--- src/hw/blpd_params.svh ---
// Purpose: constants of the backlight pwm detect and fault slice
// Assumes: 100 MHz aclk
// Notes:   register offsets are indexes; byte address is four times
`ifndef BLPD_PARAMS_SVH
`define BLPD_PARAMS_SVH
// register indexes
`define BP_IX_CFG     6'h02
`define BP_IX_SMP     6'h03
`define BP_IX_BRT_LO  6'h04
`define BP_IX_BRT_HI  6'h05
`define BP_IX_PCTL    6'h09
`define BP_IX_EN      6'h0a
`define BP_IX_FLAGS   6'h10
// field positions
`define BP_F_OVP_HI   7
`define BP_F_OVP_LO   5
`define BP_F_MAP      4
`define BP_F_POL      3
`define BP_F_BFREQ    7
`define BP_F_RATE     2
`define BP_F_PWM_EN   6
`define BP_F_BACKLIGHT_ENABLE_BIT    0
`define BP_F_LATCH    1
`define BP_F_SINK2    3
`define BP_F_SINK1    4
`define BP_F_OCP      0
`define BP_F_OVPF     1
`define BP_F_TMO      2
// reset values
`define BP_RST_CFG    8'h00
`define BP_RST_SMP    8'h00
`define BP_RST_BRT    11'h000
// timing
`define BP_CLK_MHZ    100
`define BP_DIV_1M     (`BP_CLK_MHZ / 1)
`define BP_DIV_4M     (`BP_CLK_MHZ / 4)
`define BP_TMO_1M_MS  25
`define BP_TMO_4M_MS  3
`define BP_TMO_1M     15'(`BP_TMO_1M_MS * 1000 * 1)
`define BP_TMO_4M     15'(`BP_TMO_4M_MS * 1000 * 4)
`define BP_PER_1M     8'(`BP_CLK_MHZ / 1)
`define BP_PER_500K   8'(`BP_CLK_MHZ * 2)
`define BP_TON_MAX    8'd90
`define BP_WIN_US     128
`define BP_WIN_CYC    14'(`BP_WIN_US * `BP_CLK_MHZ)
`define BP_OCP_MIN    2'd2
`define BP_OCP_WINS   4'd8
`define BP_OVP_OCC    2'd3
`define BP_HR_LOW_MV  8'd40
`define BP_HR_BASE_MV 8'd100
// hysteresis steps per setting
`define BP_HYST0      11'd0
`define BP_HYST1      11'd1
`define BP_HYST2      11'd2
`define BP_HYST3      11'd4
// mapper: linear offset and slope, exponent scale
`define BP_LIN_OFS    20'd1549
`define BP_LIN_SLOPE  20'd500
`define BP_EXP_MUL    15'd9
`endif

--- src/hw/blpd_pkg.sv ---
// Purpose: types of the backlight pwm detect and fault slice
// Assumes: nothing
// Notes:   constants live in blpd_params.svh
package blpd_pkg;
   typedef enum logic {DIV_IDLE, DIV_RUN} blpd_div_t;
   typedef logic [10:0] blpd_code_t;
endpackage

--- src/hw/blpd_top.sv ---
// Purpose: pwm duty detector, mapper, boost control and faults
// Assumes: all inputs synchronous to aclk; axi4-lite register port
// Notes:   analog comparators and headroom values arrive as inputs
`timescale 1ns/10ps
`include "blpd_params.svh"
// Operation
// - map bit selects exponential or linear curve
// - period measured rising edge to rising edge
// - polarity bit inverts pwm input level
// - sample rate 1 or 4 MHz
// - timeout 25 ms or 3 ms
// - duty becomes 11-bit brightness code
// - four hysteresis settings in LSB steps
// - hysteresis only on direction reversal
// - stuck-low timeout with pwm enabled stops boost
// - boost switching 500 kHz or 1 MHz
// - regulate on smaller sink headroom
// - overvoltage threshold select field
// - overvoltage sets flag, resumes if unlatched
// - latched: three low-headroom hits shut backlight down
// - re-enable refused until flags read
// - current limit ends switch on-time
// - overcurrent flag clears on flags read
// - eight windows of two events flag
// - pwm mode multiplies code by duty
// - brightness commits on upper byte write
module blpd_top import blpd_pkg::*; (
   // clock and reset
   input  wire logic        aclk,
   input  wire logic        aresetn,
   // axi4-lite write
   input  wire logic [7:0]  s_awaddr,
   input  wire logic        s_awvalid,
   output logic             s_awready,
   input  wire logic [31:0] s_wdata,
   input  wire logic [3:0]  s_wstrb,
   input  wire logic        s_wvalid,
   output logic             s_wready,
   output logic [1:0]       s_bresp,
   output logic             s_bvalid,
   input  wire logic        s_bready,
   // axi4-lite read
   input  wire logic [7:0]  s_araddr,
   input  wire logic        s_arvalid,
   output logic             s_arready,
   output logic [31:0]      s_rdata,
   output logic [1:0]       s_rresp,
   output logic             s_rvalid,
   input  wire logic        s_rready,
   // pwm pin and analog sense
   input  wire logic        pwm_pin,
   input  wire logic        ovp_cmp,
   input  wire logic        ocp_cmp,
   input  wire logic [7:0]  sink_one_hr,
   input  wire logic [7:0]  sink_two_hr,
   // driver controls
   output logic             boost_gate,
   output logic             boost_switch_freq_select,
   output logic [2:0]       ovp_thresh_sel,
   output logic [19:0]      current_code,
   output logic             sink_one_en,
   output logic             sink_two_en
);
   // register state
   logic [7:0]  cfg_q, smp_q;
   logic [2:0]  brt_lo_q;
   blpd_code_t  brt_q;
   logic        pwm_en_q, backlight_enable_bit_q, latch_q, s1_q, s2_q;
   logic        ocp_flag_q, ovp_flag_q, lock_q;
   logic        tmo_q;                         // pwm timeout status
   // bus state
   logic        aw_have_q, w_have_q;
   logic [7:0]  awaddr_q;
   logic [7:0]  wdata_q;
   logic        wstrb_q;
   logic        awready_q, wready_q, bvalid_q, arready_q, rvalid_q;
   logic [1:0]  bresp_q, rresp_q;
   logic [31:0] rdata_q;

   logic       do_wr, rd_clr, ar_hs;
   logic [5:0] wr_ix, rd_ix;
   logic       wr_ok, rd_ok;
   logic       ovp_shut, ocp_set, ovp_set;

   assign do_wr = aw_have_q & w_have_q & ~bvalid_q;
   assign wr_ix = awaddr_q[7:2];
   assign rd_ix = s_araddr[7:2];
   assign ar_hs = s_arvalid & arready_q;
   assign rd_clr = ar_hs & rd_ok & (rd_ix == `BP_IX_FLAGS);

   // decode of mapped indexes
   function automatic logic mapped(input logic [5:0] ix);
      mapped = ix == `BP_IX_CFG || ix == `BP_IX_SMP ||
               ix == `BP_IX_BRT_LO || ix == `BP_IX_BRT_HI ||
               ix == `BP_IX_PCTL || ix == `BP_IX_EN ||
               ix == `BP_IX_FLAGS;
   endfunction
   assign wr_ok = mapped(wr_ix);
   assign rd_ok = mapped(rd_ix);

   // write channel: address and data taken in either order
   always_ff @(posedge aclk) begin
      if (!aresetn) begin
         aw_have_q <= 1'b0;
         w_have_q  <= 1'b0;
         awaddr_q  <= 8'h00;
         wdata_q   <= 8'h00;
         wstrb_q   <= 1'b0;
         awready_q <= 1'b1;
         wready_q  <= 1'b1;
         bvalid_q  <= 1'b0;
         bresp_q   <= 2'h0;
      end else begin
         if (s_awvalid && awready_q) begin
            aw_have_q <= 1'b1;
            awaddr_q  <= s_awaddr;
            awready_q <= 1'b0;
         end
         if (s_wvalid && wready_q) begin
            w_have_q <= 1'b1;
            wdata_q  <= s_wdata[7:0];
            wstrb_q  <= s_wstrb[0];
            wready_q <= 1'b0;
         end
         if (do_wr) begin
            aw_have_q <= 1'b0;
            w_have_q  <= 1'b0;
            bvalid_q  <= 1'b1;
            bresp_q   <= wr_ok ? 2'h0 : 2'h2;
         end
         if (bvalid_q && s_bready) begin
            bvalid_q  <= 1'b0;
            awready_q <= 1'b1;
            wready_q  <= 1'b1;
         end
      end
   end

   // read channel: one read at a time, answer one edge after taking
   always_ff @(posedge aclk) begin
      if (!aresetn) begin
         arready_q <= 1'b1;
         rvalid_q  <= 1'b0;
         rdata_q   <= 32'h0;
         rresp_q   <= 2'h0;
      end else begin
         if (ar_hs) begin
            arready_q <= 1'b0;
            rvalid_q  <= 1'b1;
            rresp_q   <= rd_ok ? 2'h0 : 2'h2;
            unique case (rd_ix)
               `BP_IX_CFG:    rdata_q <= {24'h0, cfg_q};
               `BP_IX_SMP:    rdata_q <= {24'h0, smp_q};
               `BP_IX_BRT_LO: rdata_q <= {29'h0, brt_lo_q};
               `BP_IX_BRT_HI: rdata_q <= {24'h0, brt_q[10:3]};
               `BP_IX_PCTL:   rdata_q <= {25'h0, pwm_en_q, 6'h0};
               `BP_IX_EN:     rdata_q <= {27'h0, s1_q, s2_q,
                                          1'b0, latch_q, backlight_enable_bit_q};
               `BP_IX_FLAGS:  rdata_q <= {29'h0, tmo_q,
                                          ovp_flag_q, ocp_flag_q};
               default:       rdata_q <= 32'h0;
            endcase
         end
         if (rvalid_q && s_rready) begin
            rvalid_q  <= 1'b0;
            arready_q <= 1'b1;
         end
      end
   end

   // configuration registers
   always_ff @(posedge aclk) begin
      if (!aresetn) begin
         cfg_q    <= `BP_RST_CFG;
         smp_q    <= `BP_RST_SMP;
         brt_lo_q <= 3'h0;
         brt_q    <= `BP_RST_BRT;
         pwm_en_q <= 1'b0;
         latch_q  <= 1'b0;
         s1_q     <= 1'b0;
         s2_q     <= 1'b0;
      end else if (do_wr && wstrb_q) begin
         unique case (wr_ix)
            `BP_IX_CFG:    cfg_q <= wdata_q;
            `BP_IX_SMP:    smp_q <= wdata_q & 8'h87;
            `BP_IX_BRT_LO: brt_lo_q <= wdata_q[2:0];
            `BP_IX_BRT_HI: brt_q <= {wdata_q, brt_lo_q};
            `BP_IX_PCTL:   pwm_en_q <= wdata_q[`BP_F_PWM_EN];
            `BP_IX_EN: begin
               latch_q <= wdata_q[`BP_F_LATCH];
               s1_q    <= wdata_q[`BP_F_SINK1];
               s2_q    <= wdata_q[`BP_F_SINK2];
            end
            default: ;
         endcase
      end
   end

   // backlight enable: overvoltage shutdown beats any write
   always_ff @(posedge aclk) begin
      if (!aresetn) begin
         backlight_enable_bit_q <= 1'b0;
      end else if (ovp_shut) begin
         backlight_enable_bit_q <= 1'b0;
      end else if (do_wr && wstrb_q && wr_ix == `BP_IX_EN) begin
         // refused until flags are read after a shutdown
         backlight_enable_bit_q <= wdata_q[`BP_F_BACKLIGHT_ENABLE_BIT] & ~lock_q;
      end
   end

   // pwm sample tick: 1 MHz or 4 MHz
   logic [6:0] tdiv_q;
   logic       tick;
   logic       rate4;
   assign rate4 = smp_q[`BP_F_RATE];
   assign tick = tdiv_q == 7'(rate4 ? `BP_DIV_4M - 1 : `BP_DIV_1M - 1);
   always_ff @(posedge aclk) begin
      if (!aresetn) tdiv_q <= 7'h0;
      else tdiv_q <= tick ? 7'h0 : tdiv_q + 7'h1;
   end

   // sampled level, period counters and timeout
   logic        lvl_q, prev_q, rise;
   logic [14:0] tot_q, hi_q, to_q;
   logic [14:0] tmo_lim;
   assign tmo_lim = rate4 ? `BP_TMO_4M : `BP_TMO_1M;
   assign rise = lvl_q & ~prev_q;
   always_ff @(posedge aclk) begin
      if (!aresetn) begin
         lvl_q  <= 1'b0;
         prev_q <= 1'b0;
         tot_q  <= 15'h0;
         hi_q   <= 15'h0;
         to_q   <= 15'h0;
         tmo_q  <= 1'b0;
      end else if (tick) begin
         lvl_q  <= pwm_pin ^ cfg_q[`BP_F_POL];
         prev_q <= lvl_q;
         if (rise) begin
            // new period starts with this high sample
            tot_q <= 15'h1;
            hi_q  <= 15'h1;
            to_q  <= 15'h0;
            tmo_q <= 1'b0;
         end else begin
            if (tot_q != 15'h7fff) tot_q <= tot_q + 15'h1;
            if (hi_q != 15'h7fff) hi_q <= hi_q + {14'h0, lvl_q};
            if (to_q >= tmo_lim) tmo_q <= 1'b1;
            else to_q <= to_q + 15'h1;
         end
      end
   end

   // serial divider: 12 quotient bits of high/total
   blpd_div_t   dst_q;
   logic [15:0] rem_q;
   logic [14:0] den_q;
   logic [11:0] quo_q;
   logic [3:0]  dcnt_q;
   logic        dv_done_q;
   logic [15:0] rem2;
   assign rem2 = {rem_q[14:0], 1'b0};
   always_ff @(posedge aclk) begin
      if (!aresetn) begin
         dst_q     <= DIV_IDLE;
         rem_q     <= 16'h0;
         den_q     <= 15'h0;
         quo_q     <= 12'h0;
         dcnt_q    <= 4'h0;
         dv_done_q <= 1'b0;
      end else begin
         dv_done_q <= 1'b0;
         unique case (dst_q)
            DIV_IDLE: if (tick && rise && tot_q != 15'h0 && !tmo_q) begin
               // a period that timed out is not a period
               rem_q  <= {1'b0, hi_q};
               den_q  <= tot_q;
               quo_q  <= 12'h0;
               dcnt_q <= 4'd12;
               dst_q  <= DIV_RUN;
            end
            DIV_RUN: begin
               // 12 steps yields floor(high*2048/total)
               if (rem_q >= {1'b0, den_q}) begin
                  rem_q <= (rem_q - {1'b0, den_q}) << 1;
                  quo_q <= {quo_q[10:0], 1'b1};
               end else begin
                  rem_q <= rem2;
                  quo_q <= {quo_q[10:0], 1'b0};
               end
               dcnt_q <= dcnt_q - 4'h1;
               if (dcnt_q == 4'h1) begin
                  dst_q     <= DIV_IDLE;
                  dv_done_q <= 1'b1;
               end
            end
         endcase
      end
   end

   // new duty sample: divider result or stuck level after timeout
   blpd_code_t new_duty;
   logic       new_vld;
   always_comb begin
      new_vld  = dv_done_q | (tmo_q & tick);
      new_duty = 11'h0;
      if (dv_done_q) // clamp the full 2048 case
         new_duty = quo_q[11] ? 11'h7ff : quo_q[10:0];
      else if (tmo_q)
         new_duty = lvl_q ? 11'h7ff : 11'h000;
   end

   // hysteresis on direction reversal only
   blpd_code_t duty_q, hyst, dlt;
   logic       up_q, go_up;
   always_comb begin
      unique case (smp_q[1:0])
         2'd0: hyst = `BP_HYST0;
         2'd1: hyst = `BP_HYST1;
         2'd2: hyst = `BP_HYST2;
         2'd3: hyst = `BP_HYST3;
      endcase
      go_up = new_duty > duty_q;
      dlt   = go_up ? new_duty - duty_q : duty_q - new_duty;
   end
   always_ff @(posedge aclk) begin
      if (!aresetn) begin
         duty_q <= 11'h0;
         up_q   <= 1'b1;
      end else if (new_vld && new_duty != duty_q) begin
         if (go_up == up_q) begin
            duty_q <= new_duty;
         end else if (dlt > hyst) begin
            duty_q <= new_duty;
            up_q   <= go_up;
         end
      end
   end

   // brightness word, scaled by duty in pwm mode
   logic [21:0] prod;
   blpd_code_t  word;
   logic        active;
   assign prod = brt_q * duty_q;
   always_comb begin
      word = brt_q;
      if (pwm_en_q)
         word = (duty_q == 11'h7ff) ? brt_q : prod[21:11];
   end
   // stuck-low timeout gives zero word; boost stops too
   assign active = backlight_enable_bit_q & (s1_q | s2_q) & (word != 11'h0) &
                   ~(pwm_en_q & tmo_q & ~lvl_q);

   // mapper: exponential is piecewise 2^(n*9/2048)
   logic [14:0] ex;
   logic [19:0] map_v;
   always_comb begin
      ex = word * `BP_EXP_MUL;
      if (cfg_q[`BP_F_MAP])
         map_v = 20'({1'b1, ex[10:0]}) << ex[14:11];
      else
         map_v = `BP_LIN_OFS + `BP_LIN_SLOPE * 20'(word);
   end
   always_ff @(posedge aclk) begin
      if (!aresetn) current_code <= 20'h0;
      else current_code <= active ? map_v : 20'h0;
   end

   // boost: regulate on lower enabled headroom
   logic [7:0] per_q, ton_q, per_lim, fb, tgt;
   logic       cut_q, ocp_prev_q, per_end;
   assign per_lim = smp_q[`BP_F_BFREQ] ? `BP_PER_1M
                                       : `BP_PER_500K;
   assign per_end = per_q == per_lim - 8'h1;
   always_comb begin
      fb = 8'hff;
      if (s1_q) fb = sink_one_hr;
      if (s2_q && sink_two_hr < fb) fb = sink_two_hr;
      tgt = `BP_HR_BASE_MV + {2'h0, word[10:5]};
   end
   always_ff @(posedge aclk) begin
      if (!aresetn) begin
         per_q <= 8'h0;
         ton_q <= 8'h0;
         cut_q <= 1'b0;
      end else begin
         per_q <= per_end ? 8'h0 : per_q + 8'h1;
         if (per_end) begin
            cut_q <= 1'b0;
            if (!active) ton_q <= 8'h0;
            else if (fb > tgt && ton_q < `BP_TON_MAX)
               ton_q <= ton_q + 8'h1;
            else if (fb < tgt && ton_q != 8'h0)
               ton_q <= ton_q - 8'h1;
         end else if (ocp_cmp) begin
            cut_q <= 1'b1;
         end
      end
   end
   // unlatched overvoltage holds the switch until the output drops
   always_ff @(posedge aclk) begin
      if (!aresetn) boost_gate <= 1'b0;
      else boost_gate <= active & ~ovp_cmp & ~cut_q & ~ocp_cmp &
                         ~per_end & (per_q < ton_q);
   end

   // current-limit density: windows of at least two events
   logic [13:0] win_q;
   logic [1:0]  ev_q;
   logic [3:0]  run_q;
   logic        ocp_ev;
   assign ocp_ev = ocp_cmp & ~ocp_prev_q;
   always_ff @(posedge aclk) begin
      if (!aresetn) begin
         win_q      <= 14'h0;
         ev_q       <= 2'h0;
         run_q      <= 4'h0;
         ocp_prev_q <= 1'b0;
         ocp_set    <= 1'b0;
      end else begin
         ocp_prev_q <= ocp_cmp;
         ocp_set    <= 1'b0;
         if (win_q == `BP_WIN_CYC - 14'h1) begin
            win_q <= 14'h0;
            ev_q  <= {1'b0, ocp_ev};
            if (ev_q < `BP_OCP_MIN) begin
               run_q <= 4'h0;
            end else if (run_q == `BP_OCP_WINS - 4'h1) begin
               run_q   <= 4'h0;
               ocp_set <= 1'b1;
            end else begin
               run_q <= run_q + 4'h1;
            end
         end else begin
            win_q <= win_q + 14'h1;
            if (ocp_ev && ev_q != 2'h3) ev_q <= ev_q + 2'h1;
         end
      end
   end

   // overvoltage hits, latched shutdown after three with low headroom
   logic       ovp_prev_q, hr_low;
   logic [1:0] occ_q;
   assign hr_low = (s1_q && sink_one_hr < `BP_HR_LOW_MV) ||
                   (s2_q && sink_two_hr < `BP_HR_LOW_MV);
   assign ovp_set = ovp_cmp & ~ovp_prev_q;
   assign ovp_shut = ovp_set & latch_q & hr_low &
                     (occ_q == `BP_OVP_OCC - 2'h1);
   always_ff @(posedge aclk) begin
      if (!aresetn) begin
         ovp_prev_q <= 1'b0;
         occ_q      <= 2'h0;
      end else begin
         ovp_prev_q <= ovp_cmp;
         if (ovp_shut) occ_q <= 2'h0;
         else if (ovp_set && latch_q && hr_low)
            occ_q <= occ_q + 2'h1;
      end
   end

   // flags: a set in the clearing read's cycle survives it
   always_ff @(posedge aclk) begin
      if (!aresetn) begin
         ocp_flag_q <= 1'b0;
         ovp_flag_q <= 1'b0;
         lock_q     <= 1'b0;
      end else begin
         ocp_flag_q <= ocp_set | (ocp_flag_q & ~rd_clr);
         ovp_flag_q <= ovp_set | (ovp_flag_q & ~rd_clr);
         lock_q     <= ovp_shut | (lock_q & ~rd_clr);
      end
   end

   // registered driver controls
   always_ff @(posedge aclk) begin
      if (!aresetn) begin
         boost_switch_freq_select <= 1'b0;
         ovp_thresh_sel           <= 3'h0;
         sink_one_en              <= 1'b0;
         sink_two_en              <= 1'b0;
      end else begin
         boost_switch_freq_select <= smp_q[`BP_F_BFREQ];
         ovp_thresh_sel <= cfg_q[`BP_F_OVP_HI:`BP_F_OVP_LO];
         sink_one_en    <= backlight_enable_bit_q & s1_q;
         sink_two_en    <= backlight_enable_bit_q & s2_q;
      end
   end

   assign s_awready = awready_q;
   assign s_wready  = wready_q;
   assign s_bvalid  = bvalid_q;
   assign s_bresp   = bresp_q;
   assign s_arready = arready_q;
   assign s_rvalid  = rvalid_q;
   assign s_rresp   = rresp_q;
   assign s_rdata   = rdata_q;
endmodule // blpd_top

--- config.mk ---
export PLATFORM = sky130hd
export DESIGN_NAME = blpd_top
export DESIGN_NICKNAME = d
export VERILOG_FILES = /design/src/hw/blpd_pkg.sv /design/src/hw/blpd_top.sv
export VERILOG_INCLUDE_DIRS = /design/src /design/src/hw
export SDC_FILE = /design/constraint.sdc
export NUM_CORES = 1
export LEC_CHECK = 0
export ABC_CLOCK_PERIOD_IN_PS = 17800
export BUFFER_PORTS_ARGS = -buffer_cell sky130_fd_sc_hd__buf_2
export CAP_MARGIN = 20
export CORE_ASPECT_RATIO = 1.75
export CORE_MARGIN = 4
export CORE_UTILIZATION = 45
export DETAILED_ROUTE_END_ITERATION = 10
export HOLD_SLACK_MARGIN = 0.1
export SLEW_MARGIN = 20
export SYNTH_ARGS = -nofsm -noshare
export SYNTH_HDL_FRONTEND = slang
export SYNTH_SLANG_ARGS = --single-unit
--- constraint.sdc ---
create_clock -name aclk -period 17.8 [get_ports aclk]
set_input_delay 2.67 -clock aclk [delete_from_list [all_inputs] [get_ports aclk]]
set_output_delay 2.67 -clock aclk [all_outputs]
set_load 0.01 [all_outputs]
==> summary.txt <==
STA
  • Final-report max-slew violation count: 0
  • Normalized max-slew margin: 31.27%
  • Setup violators final: 0
  • Unrepaired setup endpoints after global routing: no
  • Post-layout min period: 11.36 ns
  • TNS Setup: 0 ns
  • Period utilisation layout: 63.80%
  • Fin. Hold Viols: 0
  • Worst-Margin Slew: 1.027 ns
  • FMAX: 0.08806 GHz
  • Clock Skew: 0.03182 ns

Synth
  • Post-synth top cells: 262 x nand2_1, 253 x inv_1, 251 x dfxtp_1
  • Gate Count Post-Synth: 2461
  • Cell variety after synth: 87
  • Number of synthesis warnings: 0
  • Ys async rst share: 0%
  • Most frequent cell after synthesis: nand2_1
  • Register bit total from synthesis: 251
  • Register area share after synthesis: 24.30%
  • Synth top area cells: dfxtp_1 24%, ha_1 13%, fa_1 11%
  • Yosys top cell area share: 24.30%
  • Synthesized area: 20680 um2
  • EDFF count, synth: 0
  • Mean Syn Cell Area: 8.401 um2
  • Primary FF master, synth: dfxtp_1
  • Synth area leader: dfxtp_1

Finish
  • FF/Latch Area: 5025 um2
  • Area of the multi-input gates: 14240 um2
  • Area growth, synth to finish: 8.242%
  • Nets: 2894
  • Filler cells: 4395
  • Core Util, Final: 49.48%
  • Fraction of layout cells with a size suffix above 1: 8.075%

Placed design
  • Hpwl dp: 43560 um
  • IO Port Bufs: 88
  • Gp weighted congestion: 0.9071

Detailed routing
  • Drt total wl: 55160 um
  • Initial drt markers: 762
  • DR pass1 iterations: 5
  • Drt via density: 5.606
  • ANT nets after route: 0
  • Residual DRC count: 0
  • Routed wire per std cell: 17.84 um
  • Via Count: 17334

Status
  • Status: finished clean

Die
  • Die Height: 291.6 um
  • Core Region: 45230 um2
  • Rows: 103
  • Die ar.: 49580 um2
  • Die width: 170.0 um
  • Starting utilization of the core area: 45.71%
  • I/O Pins: 146

CTS
  • Clock latency on the worst-skew pair: 0.57 ns
  • Deepest clock path buffer count: 3
  • Clk slew on worst S/H paths: 0.06 ns
  • Setup Fix Bufs, Post-CTS: 0
  • CTS tree: built
  • Post-cts hold buffer count: 0
  • Root buffer cell: clkbuf_16
  • Total CTS buffers: 26
  • CTS H-Tree Depth: 1
  • CTS Sinks: 251
  • Post_cts resized: 0

Setup path
  • CP max FO: 14
  • CP Capture Type: flop
  • Critical R2R Launch: brt_q[5]
  • Setup CP Type: reg -> reg
  • WP data arrival: 11.83 ns
  • Reg2reg end: current_code[19]
  • Slowest stage delay, CP: 0.87 ns
  • CP Launch Type: flop
  • R2R Setup Slk: 6.44 ns
  • Worst reg-to-reg path cell count: 36
  • Critical-path top delay cell: a2111oi_1
  • Critical Path RT: 18.27 ns

Hold path
  • Hold Path Cell Cnt: 2
  • Hold WC Path Type: reg -> reg
  • Hold Path End: den_q[2]
  • Hold Crit Start: den_q[2]

Job
  • Max-Cap Viols: 0

Global routing
  • Vias in the first global route: 18129
  • First-pass GRT wire length: 89580 um
  • Largest net degree at the start of global routing: 61
  • GR Overflow Total: 0
  • Tot GR Track Use: 21.93%
  • Initial antenna violation count: 2

Power and ir drop
  • Static Leak: 0.01024 uW
  • PD cells: 52.84 nW/um2
  • Worst vdd ir: 0.08386 mV
[per-stage QoR]
step	total power (uW)	cell area [um2]	setup WS, ns	hold WS, ns	cells
after floorplan	615.3	20770	7.928	0.4130	2486
after global placement	627.6	21490	6.206	0.4392	3044
after detailed placement	629.0	21490	6.437	0.4485	3044
after CTS	1199	22370	6.423	0.4586	3091
after global routing	1221	22380	5.624	0.4776	3091
final	1183	22380	6.444	0.4533	3092
[registers in the layout, indices dropped and copies added (netlist names), 6 cells and up]
signal / flops
current_code: 20
wdata_q: 8
cfg_q: 8
to_q: 15
awaddr_q: 6
brt_q: 11
tot_q: 15
per_q: 8
duty_q: 11
quo_q: 12
win_q: 14
hi_q: 15
den_q: 15
ton_q: 8
s_rdata: 8
rem_q: 16
tdiv_q: 7
[power by group]
group	total [uW]	switching [uW]	internal [uW]
Clock	566	241	325
Combinational	41.7	27.8	13.9
Sequential	575	6.89	568
Total	1180	276	906
[per-layer routing]
| metal | GRT usage (%) | wire, um | vias to the layer above |
|---|---|---|---|
| met5 | 0 | 21 | - |
| met4 | 10.21 | 2868 | 4 |
| met3 | 2.262 | 1968 | 151 |
| met2 | 43.27 | 30240 | 375 |
| met1 | 22.55 | 20070 | 8383 |
| li1 | - | - | 8421 |
[cell families after synthesis]
kind of cell | synth area share [%]
AND/OR/NAND/NOR | 18.64
AO/OA/AOI/OAI | 15.22
buffers and inverters | 7.413
adder cells (fa/ha/maj) | 23.56
flip-flops | 24.30
multiplexers | 6.112
XOR/XNOR | 4.732
other | 0.01814
[cell type report]
cell class | count | share of cell area (%)
Multi-Input combinational cell | 1858 | 63.61
Sequential cell | 251 | 22.45
Inverter | 254 | 4.266
Clock buffer | 37 | 3.360
Tap cell | 577 | 3.226
Timing Repair Buffer | 104 | 2.505
Clock inverter | 10 | 0.5702
Antenna cell | 1 | 0.01118
[how the worst max path moves through the flow]
stage | startpoint | to | depth (start not counted) | slack (ns)
finish | brt_q[5] | current_code[19] | 36 | 6.44
global route | brt_q[5] | current_code[19] | 36 | 5.62
CTS | brt_q[5] | current_code[19] | 36 | 6.42
detailed placement | brt_q[5] | current_code[19] | 36 | 6.44
global placement | brt_q[5] | current_code[19] | 36 | 6.21
floorplan | duty_q[4] | current_code[19] | 34 | 7.93
[placed cells by master (no fill, tap or decap), types with 27 or more instances in the layout]
master,Yosys,layout
nand2_1,262,262
fa_1,114,114
and3_1,29,29
dfxtp_1,251,251
xor2_1,53,53
and2_1,72,72
o21ai_0,87,85
xnor2_1,55,55
o21a_1,27,27
buf_2,10,88
nor2b_1,29,29
inv_1,253,253
nand3_1,61,61
mux2i_1,97,97
nor2_1,205,205
a21oi_1,139,139
nand4_1,27,27
ha_1,207,207
[worst max-delay path: cells and delay by family, from the launching register on]
kind,cells,cell delay (ns)
AO/OA/AOI/OAI,9,3.48
buffers and inverters,8,0.71
flip-flops,1,0.78
AND/OR/NAND/NOR,5,0.65
XOR/XNOR,3,0.52
adder cells (fa/ha/maj),11,5.12
(Power assumes the default switching activity.)
